===== config.mk =====
export PLATFORM = sky130hd
export DESIGN_NAME = rca_timing_core
export DESIGN_NICKNAME = d
export VERILOG_FILES = /design/src/rtl/rca_pkg.sv /design/src/rtl/rca_timing_core.sv
export SDC_FILE = /design/constraint.sdc
export NUM_CORES = 2
export LEC_CHECK = 0
export ABC_CLOCK_PERIOD_IN_PS = 195500
export CAP_MARGIN = 20
export CORE_MARGIN = 5
export CORE_UTILIZATION = 38
export DETAILED_ROUTE_END_ITERATION = 16
export DONT_BUFFER_PORTS = 1
export PLACE_DENSITY_LB_ADDON = 0.3
export SLEW_MARGIN = 20
export SYNTH_ARGS = -nofsm -noshare
export SYNTH_HDL_FRONTEND = slang
export SYNTH_SLANG_ARGS = --single-unit

===== constraint.sdc =====
create_clock -name clk_in -period 195.5 [get_ports clk_in]
set_input_delay 29.325 -clock clk_in [delete_from_list [all_inputs] [get_ports clk_in]]
set_output_delay 29.325 -clock clk_in [all_outputs]
set_load 0.005 [all_outputs]

===== src/rtl/rca_pkg.sv =====
// Package for the channel access and retransmission timing core
package rca_pkg;

  // Clock and byte timing
  localparam int RCA_CLK_HZ = 40_000_000;
  localparam int RCA_BITS_PER_BYTE = 8;
  localparam int RCA_RATE_BPS [8] = '{1200, 2400, 4800, 9600, 19200, 38400, 76800, 153600};
  localparam int RCA_CNT_W = 40;

  // Widths of configuration fields
  localparam int RCA_BYTES_W = 14;
  localparam int RCA_ADDR_W = 32;
  localparam int RCA_HOPS = 4;
  localparam int RCA_HOP_IDX_W = 2;

  // Configuration limits
  localparam logic [13:0] RCA_WAIT_MIN = 14'h000a;
  localparam logic [13:0] RCA_WAIT_MAX = 14'h2710;
  localparam logic [13:0] RCA_TXDLY_MAX = 14'h3e80;
  localparam logic [13:0] RCA_CPDLY_MIN = 14'h0001;
  localparam logic [13:0] RCA_CPDLY_MAX = 14'h3e80;
  localparam logic [7:0] RCA_SLOT_MAX = 8'hfa;
  localparam logic [3:0] RCA_SLOTS_RANGE_MAX = 4'hc;
  localparam logic [4:0] RCA_SLOTS_CAP = 5'h0e;
  localparam logic [6:0] RCA_PROB_MAX = 7'h64;
  localparam logic [7:0] RCA_PCT_SPAN = 8'h64;

  // Slot length used when the configured slot is zero
  localparam logic [7:0] RCA_MIN_FRAME_BYTES = 8'h10;

  // Random source seed
  localparam logic [15:0] RCA_LFSR_SEED = 16'hace1;

  // Link settings that a hop record can override
  typedef struct packed {
    logic [2:0] rate_sel;
    logic fec;
    logic ack;
    logic [3:0] retries;
  } rca_link_t;

  // One per-hop override record
  typedef struct packed {
    logic active;
    logic [RCA_ADDR_W-1:0] peer_addr;
    rca_link_t link;
  } rca_hop_t;

  // Controller states
  typedef enum logic [2:0] {
    RCA_IDLE,
    RCA_ACC_CALC,
    RCA_ACC_WAIT,
    RCA_TX_SENT,
    RCA_RETX_WAIT
  } rca_state_t;

  // Cycles needed to send one byte at a given rate
  function automatic logic [18:0] rca_byte_cycles(input logic [2:0] sel);
    rca_byte_cycles = 19'(RCA_CLK_HZ * RCA_BITS_PER_BYTE / RCA_RATE_BPS[sel]);
  endfunction

endpackage


===== src/rtl/rca_timing_core.sv =====
// Channel access delay and retransmission timer core of a packet radio MAC
`timescale 1ns/1ps

module rca_timing_core
  import rca_pkg::*;
(
  // Clock, reset, enable
  input wire logic clk_in,
  input wire logic reset_in,
  input wire logic enable_in,
  // Retransmission configuration
  input wire logic [13:0] fixed_wait_part_in,
  input wire logic [13:0] variable_wait_part_in,
  input wire logic [3:0] max_random_multiplier_in,
  input wire logic progressive_in,
  // Busy channel access configuration
  input wire logic [13:0] tx_delay_in,
  input wire logic [7:0] slot_len_in,
  input wire logic [3:0] slots_after_rx_in,
  input wire logic [3:0] slots_after_tx_in,
  input wire logic [2:0] slot_handicap_in,
  // Collision prevention configuration
  input wire logic [6:0] cp_prob_in,
  input wire logic [13:0] cp_delay_in,
  // General link settings and hop table write port
  input wire rca_link_t gen_link_in,
  input wire logic hop_we_in,
  input wire logic [RCA_HOP_IDX_W-1:0] hop_idx_in,
  input wire rca_hop_t hop_rec_in,
  // Channel state pin and frame events
  input wire logic chan_busy_in,
  input wire logic tx_req_in,
  input wire logic [RCA_ADDR_W-1:0] dest_addr_in,
  input wire logic tx_done_in,
  input wire logic tx_is_ack_in,
  input wire logic rx_done_in,
  input wire logic rx_is_ack_in,
  input wire logic ack_rcvd_in,
  // Results
  output logic tx_go_out,
  output logic acked_out,
  output logic sent_noack_out,
  output logic abandon_out,
  output logic busy_out,
  output logic retx_active_out,
  output logic [3:0] retx_sequence_number_out,
  output logic [RCA_CNT_W-1:0] retx_timeout_out,
  output rca_link_t link_out
);

  // Sequencer state and random source
  rca_state_t state_r;
  logic [15:0] lfsr_r;

  // Channel view and last data frame event
  logic [2:0] busy_sync_r;
  logic chan_busy_r;
  logic busy_at_req_r;
  logic last_rx_r;

  // Hop table and the link chosen for the current frame
  rca_hop_t hops_r [RCA_HOPS];
  rca_link_t link_r;
  rca_link_t link_nxt;

  // Retransmission number and shared down counter
  logic [3:0] seq_r;
  logic [RCA_CNT_W-1:0] cnt_r;

  // Byte time and clamped configuration
  logic [18:0] byte_cyc;
  logic [13:0] fixed_b, var_b, txdly_b, cpdly_b;
  logic [7:0] slot_b;

  // Random draws for slots, multiplier and prevention
  logic [3:0] range_sel;
  logic [3:0] rnd_slots;
  logic [3:0] rnd_mult;
  logic [4:0] slot_sum;
  logic [6:0] prob_b;
  logic [6:0] pct_roll;
  logic cp_hit;

  // Timeout and access terms in bytes and cycles
  logic [3:0] prog_mult;
  logic [19:0] retx_bytes;
  logic [19:0] acc_bytes;
  logic [RCA_CNT_W-1:0] retx_cycles;
  logic [RCA_CNT_W-1:0] acc_cycles;
  logic retx_en;

  // Clamp a byte count into its legal range
  function automatic logic [13:0] clamp14(input logic [13:0] v, input logic [13:0] lo, input logic [13:0] hi);
    if (v < lo) begin
      clamp14 = lo;
    end else if (v > hi) begin
      clamp14 = hi;
    end else begin
      clamp14 = v;
    end
  endfunction

  // Uniform-ish integer from 0 to n inclusive
  // Keeps the top bits of draw times n+1; slightly uneven for large n
  function automatic logic [3:0] scale_rnd(input logic [7:0] r, input logic [3:0] n);
    logic [12:0] prod;
    prod = 13'(r) * 13'({1'b0, n} + 5'h01);
    scale_rnd = prod[11:8];
  endfunction

  // Free running random source
  // Steps every enabled cycle, so draws depend on when a request comes
  always_ff @(posedge clk_in or posedge reset_in) begin
    if (reset_in) begin
      lfsr_r <= RCA_LFSR_SEED;
    end else if (enable_in) begin
      lfsr_r <= {lfsr_r[14:0], lfsr_r[15] ^ lfsr_r[13] ^ lfsr_r[12] ^ lfsr_r[10]};
    end
  end

  // Channel busy pin synchroniser, level accepted when stages two and three agree
  // A pulse shorter than two samples never reaches the sequencer
  always_ff @(posedge clk_in or posedge reset_in) begin
    if (reset_in) begin
      busy_sync_r <= 3'h0;
      chan_busy_r <= 1'b0;
    end else if (enable_in) begin
      busy_sync_r <= {busy_sync_r[1:0], chan_busy_in};
      if (busy_sync_r[1] == busy_sync_r[2]) begin
        chan_busy_r <= busy_sync_r[2];
      end
    end
  end

  // Last data frame event on the channel
  // Acknowledges leave it alone; a receive wins over a transmit in one cycle
  always_ff @(posedge clk_in or posedge reset_in) begin
    if (reset_in) begin
      last_rx_r <= 1'b0;
    end else if (enable_in) begin
      if (rx_done_in && !rx_is_ack_in) begin
        last_rx_r <= 1'b1;
      end else if (tx_done_in && !tx_is_ack_in) begin
        last_rx_r <= 1'b0;
      end
    end
  end

  // Hop override table
  // Writes land at once; a frame in flight keeps its own copy in link_r
  always_ff @(posedge clk_in or posedge reset_in) begin
    if (reset_in) begin
      for (int i = 0; i < RCA_HOPS; i++) begin
        hops_r[i] <= '0;
      end
    end else if (enable_in && hop_we_in) begin
      hops_r[hop_idx_in] <= hop_rec_in;
    end
  end

  // Hop lookup, first active match wins
  // Only sampled when a request is taken
  always_comb begin
    link_nxt = gen_link_in;
    for (int i = RCA_HOPS - 1; i >= 0; i--) begin
      if (hops_r[i].active && hops_r[i].peer_addr == dest_addr_in) begin
        link_nxt = hops_r[i].link;
      end
    end
  end

  // Clamped configuration and byte time
  // Out of range settings are clamped, never refused
  always_comb begin
    byte_cyc = rca_byte_cycles(link_r.rate_sel);
    fixed_b = clamp14(fixed_wait_part_in, RCA_WAIT_MIN, RCA_WAIT_MAX);
    var_b = clamp14(variable_wait_part_in, RCA_WAIT_MIN, RCA_WAIT_MAX);
    txdly_b = clamp14(tx_delay_in, 14'h0000, RCA_TXDLY_MAX);
    cpdly_b = clamp14(cp_delay_in, RCA_CPDLY_MIN, RCA_CPDLY_MAX);
    prob_b = (cp_prob_in > RCA_PROB_MAX) ? RCA_PROB_MAX : cp_prob_in;
    if (slot_len_in == 8'h00) begin
      slot_b = RCA_MIN_FRAME_BYTES;
    end else if (slot_len_in > RCA_SLOT_MAX) begin
      slot_b = RCA_SLOT_MAX;
    end else begin
      slot_b = slot_len_in;
    end
  end

  // Busy channel slot count and access period
  // Channel state was latched at the request or retry; a free channel costs no slots
  always_comb begin
    range_sel = last_rx_r ? slots_after_rx_in : slots_after_tx_in;
    if (range_sel > RCA_SLOTS_RANGE_MAX) begin
      range_sel = RCA_SLOTS_RANGE_MAX;
    end
    rnd_slots = scale_rnd(lfsr_r[7:0], range_sel);
    slot_sum = 5'(rnd_slots) + 5'(slot_handicap_in);
    if (slot_sum > RCA_SLOTS_CAP) begin
      slot_sum = RCA_SLOTS_CAP;
    end
    pct_roll = 7'((16'(lfsr_r[15:8]) * 16'(RCA_PCT_SPAN)) >> 8);
    cp_hit = (prob_b != 7'h00) && (pct_roll < prob_b);
    if (busy_at_req_r) begin
      acc_bytes = 20'(slot_sum) * 20'(slot_b) + 20'(txdly_b);
    end else if (cp_hit) begin
      acc_bytes = 20'(cpdly_b);
    end else begin
      acc_bytes = 20'h00000;
    end
    acc_cycles = RCA_CNT_W'(acc_bytes) * RCA_CNT_W'(byte_cyc);
  end

  // Retransmission timeout
  // Progressive term stays zero for the first send and the first retry
  always_comb begin
    retx_en = link_r.ack && (link_r.retries != 4'h0);
    rnd_mult = scale_rnd(lfsr_r[15:8], max_random_multiplier_in);
    prog_mult = (progressive_in && seq_r != 4'h0) ? seq_r - 4'h1 : 4'h0;
    retx_bytes = 20'(fixed_b) + 20'(rnd_mult) * 20'(var_b) + 20'(prog_mult) * 20'(fixed_b);
    retx_cycles = RCA_CNT_W'(retx_bytes) * RCA_CNT_W'(byte_cyc);
  end

  // Access and retransmission sequencer
  // One down counter serves both the access wait and the retransmission timer
  always_ff @(posedge clk_in or posedge reset_in) begin
    if (reset_in) begin
      state_r <= RCA_IDLE;
      busy_at_req_r <= 1'b0;
      link_r <= '0;
      seq_r <= 4'h0;
      cnt_r <= '0;
    end else if (enable_in) begin
      case (state_r)
        RCA_IDLE: begin
          if (tx_req_in) begin
            busy_at_req_r <= chan_busy_r;
            link_r <= link_nxt;
            seq_r <= 4'h0;
            state_r <= RCA_ACC_CALC;
          end
        end
        RCA_ACC_CALC: begin
          cnt_r <= acc_cycles;
          state_r <= RCA_ACC_WAIT;
        end
        RCA_ACC_WAIT: begin
          if (cnt_r == '0) begin
            state_r <= RCA_TX_SENT;
          end else begin
            cnt_r <= cnt_r - RCA_CNT_W'(1);
          end
        end
        RCA_TX_SENT: begin
          if (tx_done_in && !tx_is_ack_in) begin
            if (retx_en) begin
              cnt_r <= retx_cycles;
              state_r <= RCA_RETX_WAIT;
            end else begin
              state_r <= RCA_IDLE;
            end
          end
        end
        RCA_RETX_WAIT: begin
          if (ack_rcvd_in) begin
            state_r <= RCA_IDLE;
          end else if (cnt_r != '0) begin
            cnt_r <= cnt_r - RCA_CNT_W'(1);
          end else if (seq_r < link_r.retries) begin
            seq_r <= seq_r + 4'h1;
            // Channel is judged again before every retry
            busy_at_req_r <= chan_busy_r;
            state_r <= RCA_ACC_CALC;
          end else begin
            state_r <= RCA_IDLE;
          end
        end
        default: begin
          state_r <= RCA_IDLE;
        end
      endcase
    end
  end

  // Registered result pulses
  // Decoded from the state before the edge, so each pulse lags its cause by one
  always_ff @(posedge clk_in or posedge reset_in) begin
    if (reset_in) begin
      tx_go_out <= 1'b0;
      acked_out <= 1'b0;
      sent_noack_out <= 1'b0;
      abandon_out <= 1'b0;
    end else if (enable_in) begin
      tx_go_out <= (state_r == RCA_ACC_WAIT) && (cnt_r == '0);
      acked_out <= (state_r == RCA_RETX_WAIT) && ack_rcvd_in;
      sent_noack_out <= (state_r == RCA_TX_SENT) && tx_done_in && !tx_is_ack_in && !retx_en;
      abandon_out <= (state_r == RCA_RETX_WAIT) && !ack_rcvd_in && (cnt_r == '0)
                     && (seq_r >= link_r.retries);
    end
  end

  // Registered status outputs
  // Timeout output holds the last loaded value after the frame ends
  always_ff @(posedge clk_in or posedge reset_in) begin
    if (reset_in) begin
      busy_out <= 1'b0;
      retx_active_out <= 1'b0;
      retx_sequence_number_out <= 4'h0;
      retx_timeout_out <= '0;
      link_out <= '0;
    end else if (enable_in) begin
      busy_out <= (state_r != RCA_IDLE);
      retx_active_out <= (state_r == RCA_RETX_WAIT);
      retx_sequence_number_out <= seq_r;
      link_out <= link_r;
      if (state_r == RCA_TX_SENT && tx_done_in && !tx_is_ack_in && retx_en) begin
        retx_timeout_out <= retx_cycles; // Last loaded timeout
      end
    end
  end

endmodule

=== After elaboration in Yosys (flattened, before gate mapping) ===
Memory sizes are Yosys's and may differ from the RTL's.
Index checks and enable logic that the tools add are counted.

* Bits in registers: 304
* Memories: 1
* Memory bits (writable): 0
* Memory bits (read-only): 256
* Word-level logic and storage cells: 203
* Latch bits: 0

* Div/mod/pow operators: 1
* Eq/ne operators: 19
* Mux-type cells: 52
* Bitwise logic cells: 5
* Shift operators: 0
* $add $sub $neg: 9
* Reductions and logical operators: 42
* Magnitude comparators: 18
* Multipliers: 8

{| class="wikitable"
|+ Memories
! memory !! words !! width !! rd ports !! clocked after Yosys merged registers in !! write ports !! line !! RTL
|-
| (no name shown) || 8 || 32 || 1 || 0 || 0 || rca_pkg.sv:60 || <nowiki>rca_byte_cycles = 19'(RCA_CLK_HZ * RCA_BITS_PER_BYTE / RCA_RATE_BPS[sel]);</nowiki>
|}

{| class="wikitable"
|+ Operator list
! operator !! number
|-
| $mux W40 || 5
|-
| $bwmux W168 || 1
|-
| $pmux W40 S4 || 1
|-
| $eq A32 B32 Y1 || 4
|-
| $mux W14 || 9
|-
| $demux W42 S2 || 1
|-
| $mul A20 B19 Y39 || 2
|-
| $mux W32 || 2
|-
| $gt A14 B14 Y1 const B || 4
|-
| $mux W42 || 1
|-
| $logic_not A40 Y1 || 1
|-
| $reduce_bool A40 Y1 || 1
|-
| $sub A40 B1 Y40 const B || 1
|-
| $mul A4 B14 Y18 || 2
|-
| $mux W9 || 4
|-
| $div A30 B32 Y32 const A || 1
|-
| $lt A14 B1 Y1 const B || 2
|-
| $lt A14 B4 Y1 const B || 2
|-
| $mux W4 || 7
|-
| $mul A8 B5 Y12 || 2
|-
| $add A19 B18 Y20 || 1
|-
| $logic_and A1 B1 Y1 || 20
|-
| $add A14 B18 Y19 || 1
|-
| $mux W3 || 6
|-
| 46 further kinds || 73
|}

=== Logic depth before layout (Yosys ltp) ===
* Depth after elaboration: 13
* Gate-level depth with buffers: 344

=== Least setup slack after synthesis ===
No wires, ideal clock.

* Path kind: reg-to-reg
* Start point: reg link_r[6] in the netlist's numbering
* End point: reg cnt_r[35]
* Slack: 132.872 ns
* Library setup time: 0.083 ns
* Cell stages (with the launch flop): 328
* Data required time: 195.417 ns
* Arrival time: 62.546 ns
* Path through: dfrtp_1 > clkbuf_1 > clkbuf_1 > inv_1 > ha_1 > and2b_1 > inv_2 > clkbuf_1 > buf_1 > clkbuf_1 > clkbuf_1 > ha_1 > o21a_1 > o211a_1 > nor3b_1 > nand2_1 > inv_1 > ha_1 > (+292 left out) > o21bai_1 > a21oi_1 > o21bai_1 > a21oi_1 > o21bai_1 > a21oi_1 > o21bai_1 > a21oi_1 > nor2b_1 > o21a_1 > o21a_1 > o21a_1 > o21ai_0 > nand2b_1 > a21oi_1 > xnor2_1 > a21oi_1 > o21ai_0

* Longest elaborated chain between the ends: 9
* Elaborated cells on any way between the ends: 10
* Those cells by class: 2 x mul; 1 x div; 5 x mux; 1 x bitwise; 1 x memory

{| class="wikitable"
|+ RTL lines
! what !! line !! RTL
|-
| start, declared || rca_timing_core.sv:63 || <nowiki>rca_link_t link_r;</nowiki>
|-
| start signal, assigned || rca_timing_core.sv:238 || <nowiki>link_r <= link_nxt;</nowiki>
|-
| $not A3 Y4 (not written as such) (*) || rca_pkg.sv:60 ||
|-
| $mem_v2 Z8 W32 (*) || -- ||
|-
| $mux W32 (not written as such) (*) (2 in series) || rca_pkg.sv:60 ||
|-
| $div A30 B32 Y32 (*) || rca_pkg.sv:60 ||
|-
| $mul A20 B19 Y39 || rca_timing_core.sv:221 || <nowiki>retx_cycles = RCA_CNT_W'(retx_bytes) * RCA_CNT_W'(byte_cyc);</nowiki>
|-
| $mux W40 || rca_timing_core.sv:256 || <nowiki>if (retx_en) begin</nowiki>
|-
| $mux W40 || rca_timing_core.sv:255 || <nowiki>if (tx_done_in && !tx_is_ack_in) begin</nowiki>
|-
| $pmux W40 S4 (*) || rca_timing_core.sv:234 || <nowiki>case (state_r)</nowiki>
|-
| end signal, assigned || rca_timing_core.sv:244 || <nowiki>cnt_r <= acc_cycles;</nowiki>
|-
| end signal, assigned || rca_timing_core.sv:251 || <nowiki>cnt_r <= cnt_r - RCA_CNT_W'(1);</nowiki>
|-
| end signal, assigned || rca_timing_core.sv:257 || <nowiki>cnt_r <= retx_cycles;</nowiki>
|-
| end, declared || rca_timing_core.sv:68 || <nowiki>logic [RCA_CNT_W-1:0] cnt_r;</nowiki>
|}

Mark *: on every way between the ends. The rest lies on a longest branch, timed or not. The select of a mux whose other input is x is not followed.
A chain may end at the register's enable or synchronous reset.

=== Worst setup path in the final report ===
* Start point: reg link_r[6] in the netlist's numbering
* End point: reg cnt_r[34]

Same word-level chain as after synthesis.

==> summary.md <==
| Metric | Value |
|---|---|
| F_max | `14.3 MHz` |
| CP Data Required Time | `196.00 ns` |
| Crit path from | `link_r[6]$_DFFE_PP0P_` |
| WP depth | `301` |
| Core outline area | `164,000 sq um` |
| CTS root buf | `clkbuf_16` |
| Layout cells sized above 1 | `0.0811` |
| Cells on worst reg2reg path | `301` |
| Highest Signal Layer | `met4` |
| Routed wl met2 | `98,100 um` |
| Die H | `416 um` |
| Syn-to-layout area delta | `6.58%` |
| Number of synthesized flops with an enable pin | `0` |
| Die width | `416 um` |
| Most common cell after layout, fill and taps aside | `nand2_1` |
| H-Tree Depth | `2` |
| Wire length of the first global-routing pass | `332,000 um` |
| Main flop type after synthesis | `dfrtp_1` |
| Number of buffers added for setup after CTS | `0` |
| CP max-delay cell | `a211o_1` |
| Initial antenna violation count | `6` |
| Yosys cell types | `129` |
| Total track usage | `0.243` |
| DR vias/cell | `5.68` |
| Total number of vias | `54,800` |
| Sum Neg Setup Slack | `0 ns` |
| Clock Path Buffers | `3` |
| CTS resizes | `0` |
| Mean Syn Cell Area | `8.27 sq um` |
| Wire length on met1 | `89,600 um` |
| Nets | `8,912` |
| Final worst setup slack | `125.48 ns` |
| Final Max Slew Viols | `0` |
| Io pins | `242` |
| Worst-path clk slew | `0.07 ns` |
| Router iterations before antenna repair | `6` |
| Synth Register Bits | `304` |
| Synthesized instance count | `7,564` |
| FFs w/ async S/R, synth | `1.00` |
| Setup CP Type | `reg -> reg` |
| Clock Skews | `0.0676 ns` |
| Post-DRT Antenna Nets | `0` |
| Hold_buf cts | `0` |
| FF-to-FF setup slack | `125.48 ns` |
| Status | `complete, no violations` |
| # setup viols final | `0` |
| Global-route congestion overflow total | `0` |
| Slew HR | `0.205` |
| # clock sinks | `304` |
| Arr. time, crit path | `70.53 ns` |
| # rows | `149` |
| CP endpoint | `cnt_r[34]$_DFFE_PP0P_` |
| Max stage delay on crit path | `0.93 ns` |
| Die area | `173,000 sq um` |
| Num CTS Buffers | `38` |
| Tmin final | `70.03 ns` |
| Buffers on Ports | `0` |
| Max FO, Critical Path | `64` |
| Reg2reg end | `cnt_r[34]$_DFFE_PP0P_` |
| Hpwl dp | `169,000 um` |
| Final hold vios | `0` |
| Yosys warns | `0` |
| Met3 WL post-DR | `15,100 um` |
| Vias in the first global route | `56,500` |
| Max-cap violations | `0` |
| Fin crit share | `0.358` |
| Crit-path most repeated cell | `a21oi_1` |
| Starting Density | `0.381` |
| Most frequent cells in the layout | `1,000 x nand2_1, 908 x inv_1, 686 x fa_1` |
| Worst slew pin tran | `1.19 ns` |
| RSZ-0062 raised after global routing | `false` |
| CP Buf/Inv Count | `18` |
| CTS tree | `done` |
| Endpoint type of the worst setup path | `flip-flop` |
| Worst Hold Class | `reg -> reg` |
| Delay-heaviest family, CP | `compound AO/OA/AOI/OAI gates` |
| GPL Wtd Cong | `0.976` |
| Largest net degree at the start of global routing | `98` |
| Synthesized area | `62,600 sq um` |
| Sequential share of the synthesized area | `0.122` |
| Worst setup SP type | `flip-flop` |
| DP Worst Slack | `126.73 ns` |
| Worst-skew pair later-pin latency | `0.64 ns` |
| Drc violations | `0` |
| DRT iter0 DRCs | `3,989` |
| DR WL/cell | `22.1 um` |
| R2r startpoint | `link_r[6]$_DFFE_PP0P_` |
| Wirelength, routed | `213,000 um` |
## flip-flops by register name (all words and copies together), names as in the netlist
| name | cells |
|---|---|
| acked_out | 1 |
| link_out | 9 |
| retx_active_out | 1 |
| abandon_out | 1 |
| busy_at_req_r | 1 |
| chan_busy_r | 1 |
| retx_timeout_out | 39 |
| hops_r | 168 |
| busy_sync_r | 3 |
| sent_noack_out | 1 |
| retx_sequence_number_out | 4 |
| seq_r | 4 |
| lfsr_r | 16 |
| busy_out | 1 |
| tx_go_out | 1 |
| link_r | 9 |
| last_rx_r | 1 |
| cnt_r | 40 |
| state_r | 3 |
## cell families after synthesis
kind of cell | Yosys count | share of synthesized area
simple gates | 2385 | 0.178
xor+xnor | 461 | 0.0649
flops | 304 | 0.122
mux | 296 | 0.0522
other cells | 2 | 0.000120
buf+inv | 1248 | 0.0758
fa+ha+maj | 1306 | 0.343
compound gates | 1562 | 0.163
## area by class of cell
| class | instances | area [sq um] |
|---|---|---|
| clock inverters | 17 | 262 |
| clock buffers | 51 | 1060 |
| repair buffers | 142 | 1100 |
| flip-flops and latches | 304 | 7620 |
| fillers | 16800 | 97700 |
| multi-input cells | 6021 | 50400 |
| diodes | 11 | 27.5 |
| inverters | 916 | 3450 |
| well taps | 2189 | 2740 |
## synthesized netlist by cell type, types with 58 or more instances
cell         n  area, sq um
fa_1       686        13700
inv_1      909         3410
ha_1       620         7760
o21bai_1    84          631
mux2_2     243         2740
nand3_1     90          450
nor3_1     118          591
xor2_1     103          902
dfrtp_1    296         7410
nand4_1     74          463
nand2b_1    67          419
a211oi_1    59          443
nor4_1      58          363
xnor2_1    356         3120
nor2b_1     75          469
nand2_1   1007         3780
o21ai_0    314         1570
a21o_1     151         1130
o21a_1      61          458
clkbuf_1   255          957
nor2_1     533         2000
and2_1     147          920
a21oi_1    453         2270
## worst min-delay path by stage
stage / start / endpoint / cells after the start
after floorplan: link_r[5]$_DFFE_PP0P_ / link_r[5]$_DFFE_PP0P_ / 2
after global placement: busy_sync_r[2]$_DFFE_PP0P_ / chan_busy_r$_DFFE_PP0P_ / 2
after detailed placement: link_r[5]$_DFFE_PP0P_ / link_r[5]$_DFFE_PP0P_ / 2
after CTS: link_r[5]$_DFFE_PP0P_ / link_r[5]$_DFFE_PP0P_ / 2
after global routing: hops_r[92]$_DFFE_PP0P_ / hops_r[92]$_DFFE_PP0P_ / 1
final: hops_r[132]$_DFFE_PP0P_ / hops_r[132]$_DFFE_PP0P_ / 1
## through the flow
| stage | util | area, sq um | cells | hold WS [ns] |
|---|---|---|---|---|
| after floorplan | - | 62600 | 7573 | 0.444 |
| after global placement | 0.397 | 65300 | 9570 | 0.473 |
| after detailed placement | 0.397 | 65300 | 9570 | 0.474 |
| after CTS | 0.405 | 66600 | 9638 | 0.494 |
| after global routing | 0.406 | 66700 | 9650 | 0.514 |
| final | 0.406 | 66700 | 9651 | 0.497 |
## routing by layer
layer	track usage	vias to the layer above
met1	0.313	27200
met4	0.101	0
met2	0.403	1952
met5	0	-
li1	-	25200
met3	0.0397	478
Power is left out: the tool's default activity adds up to more than one toggle a clock period on the data nets, which glitch-free logic cannot reach.
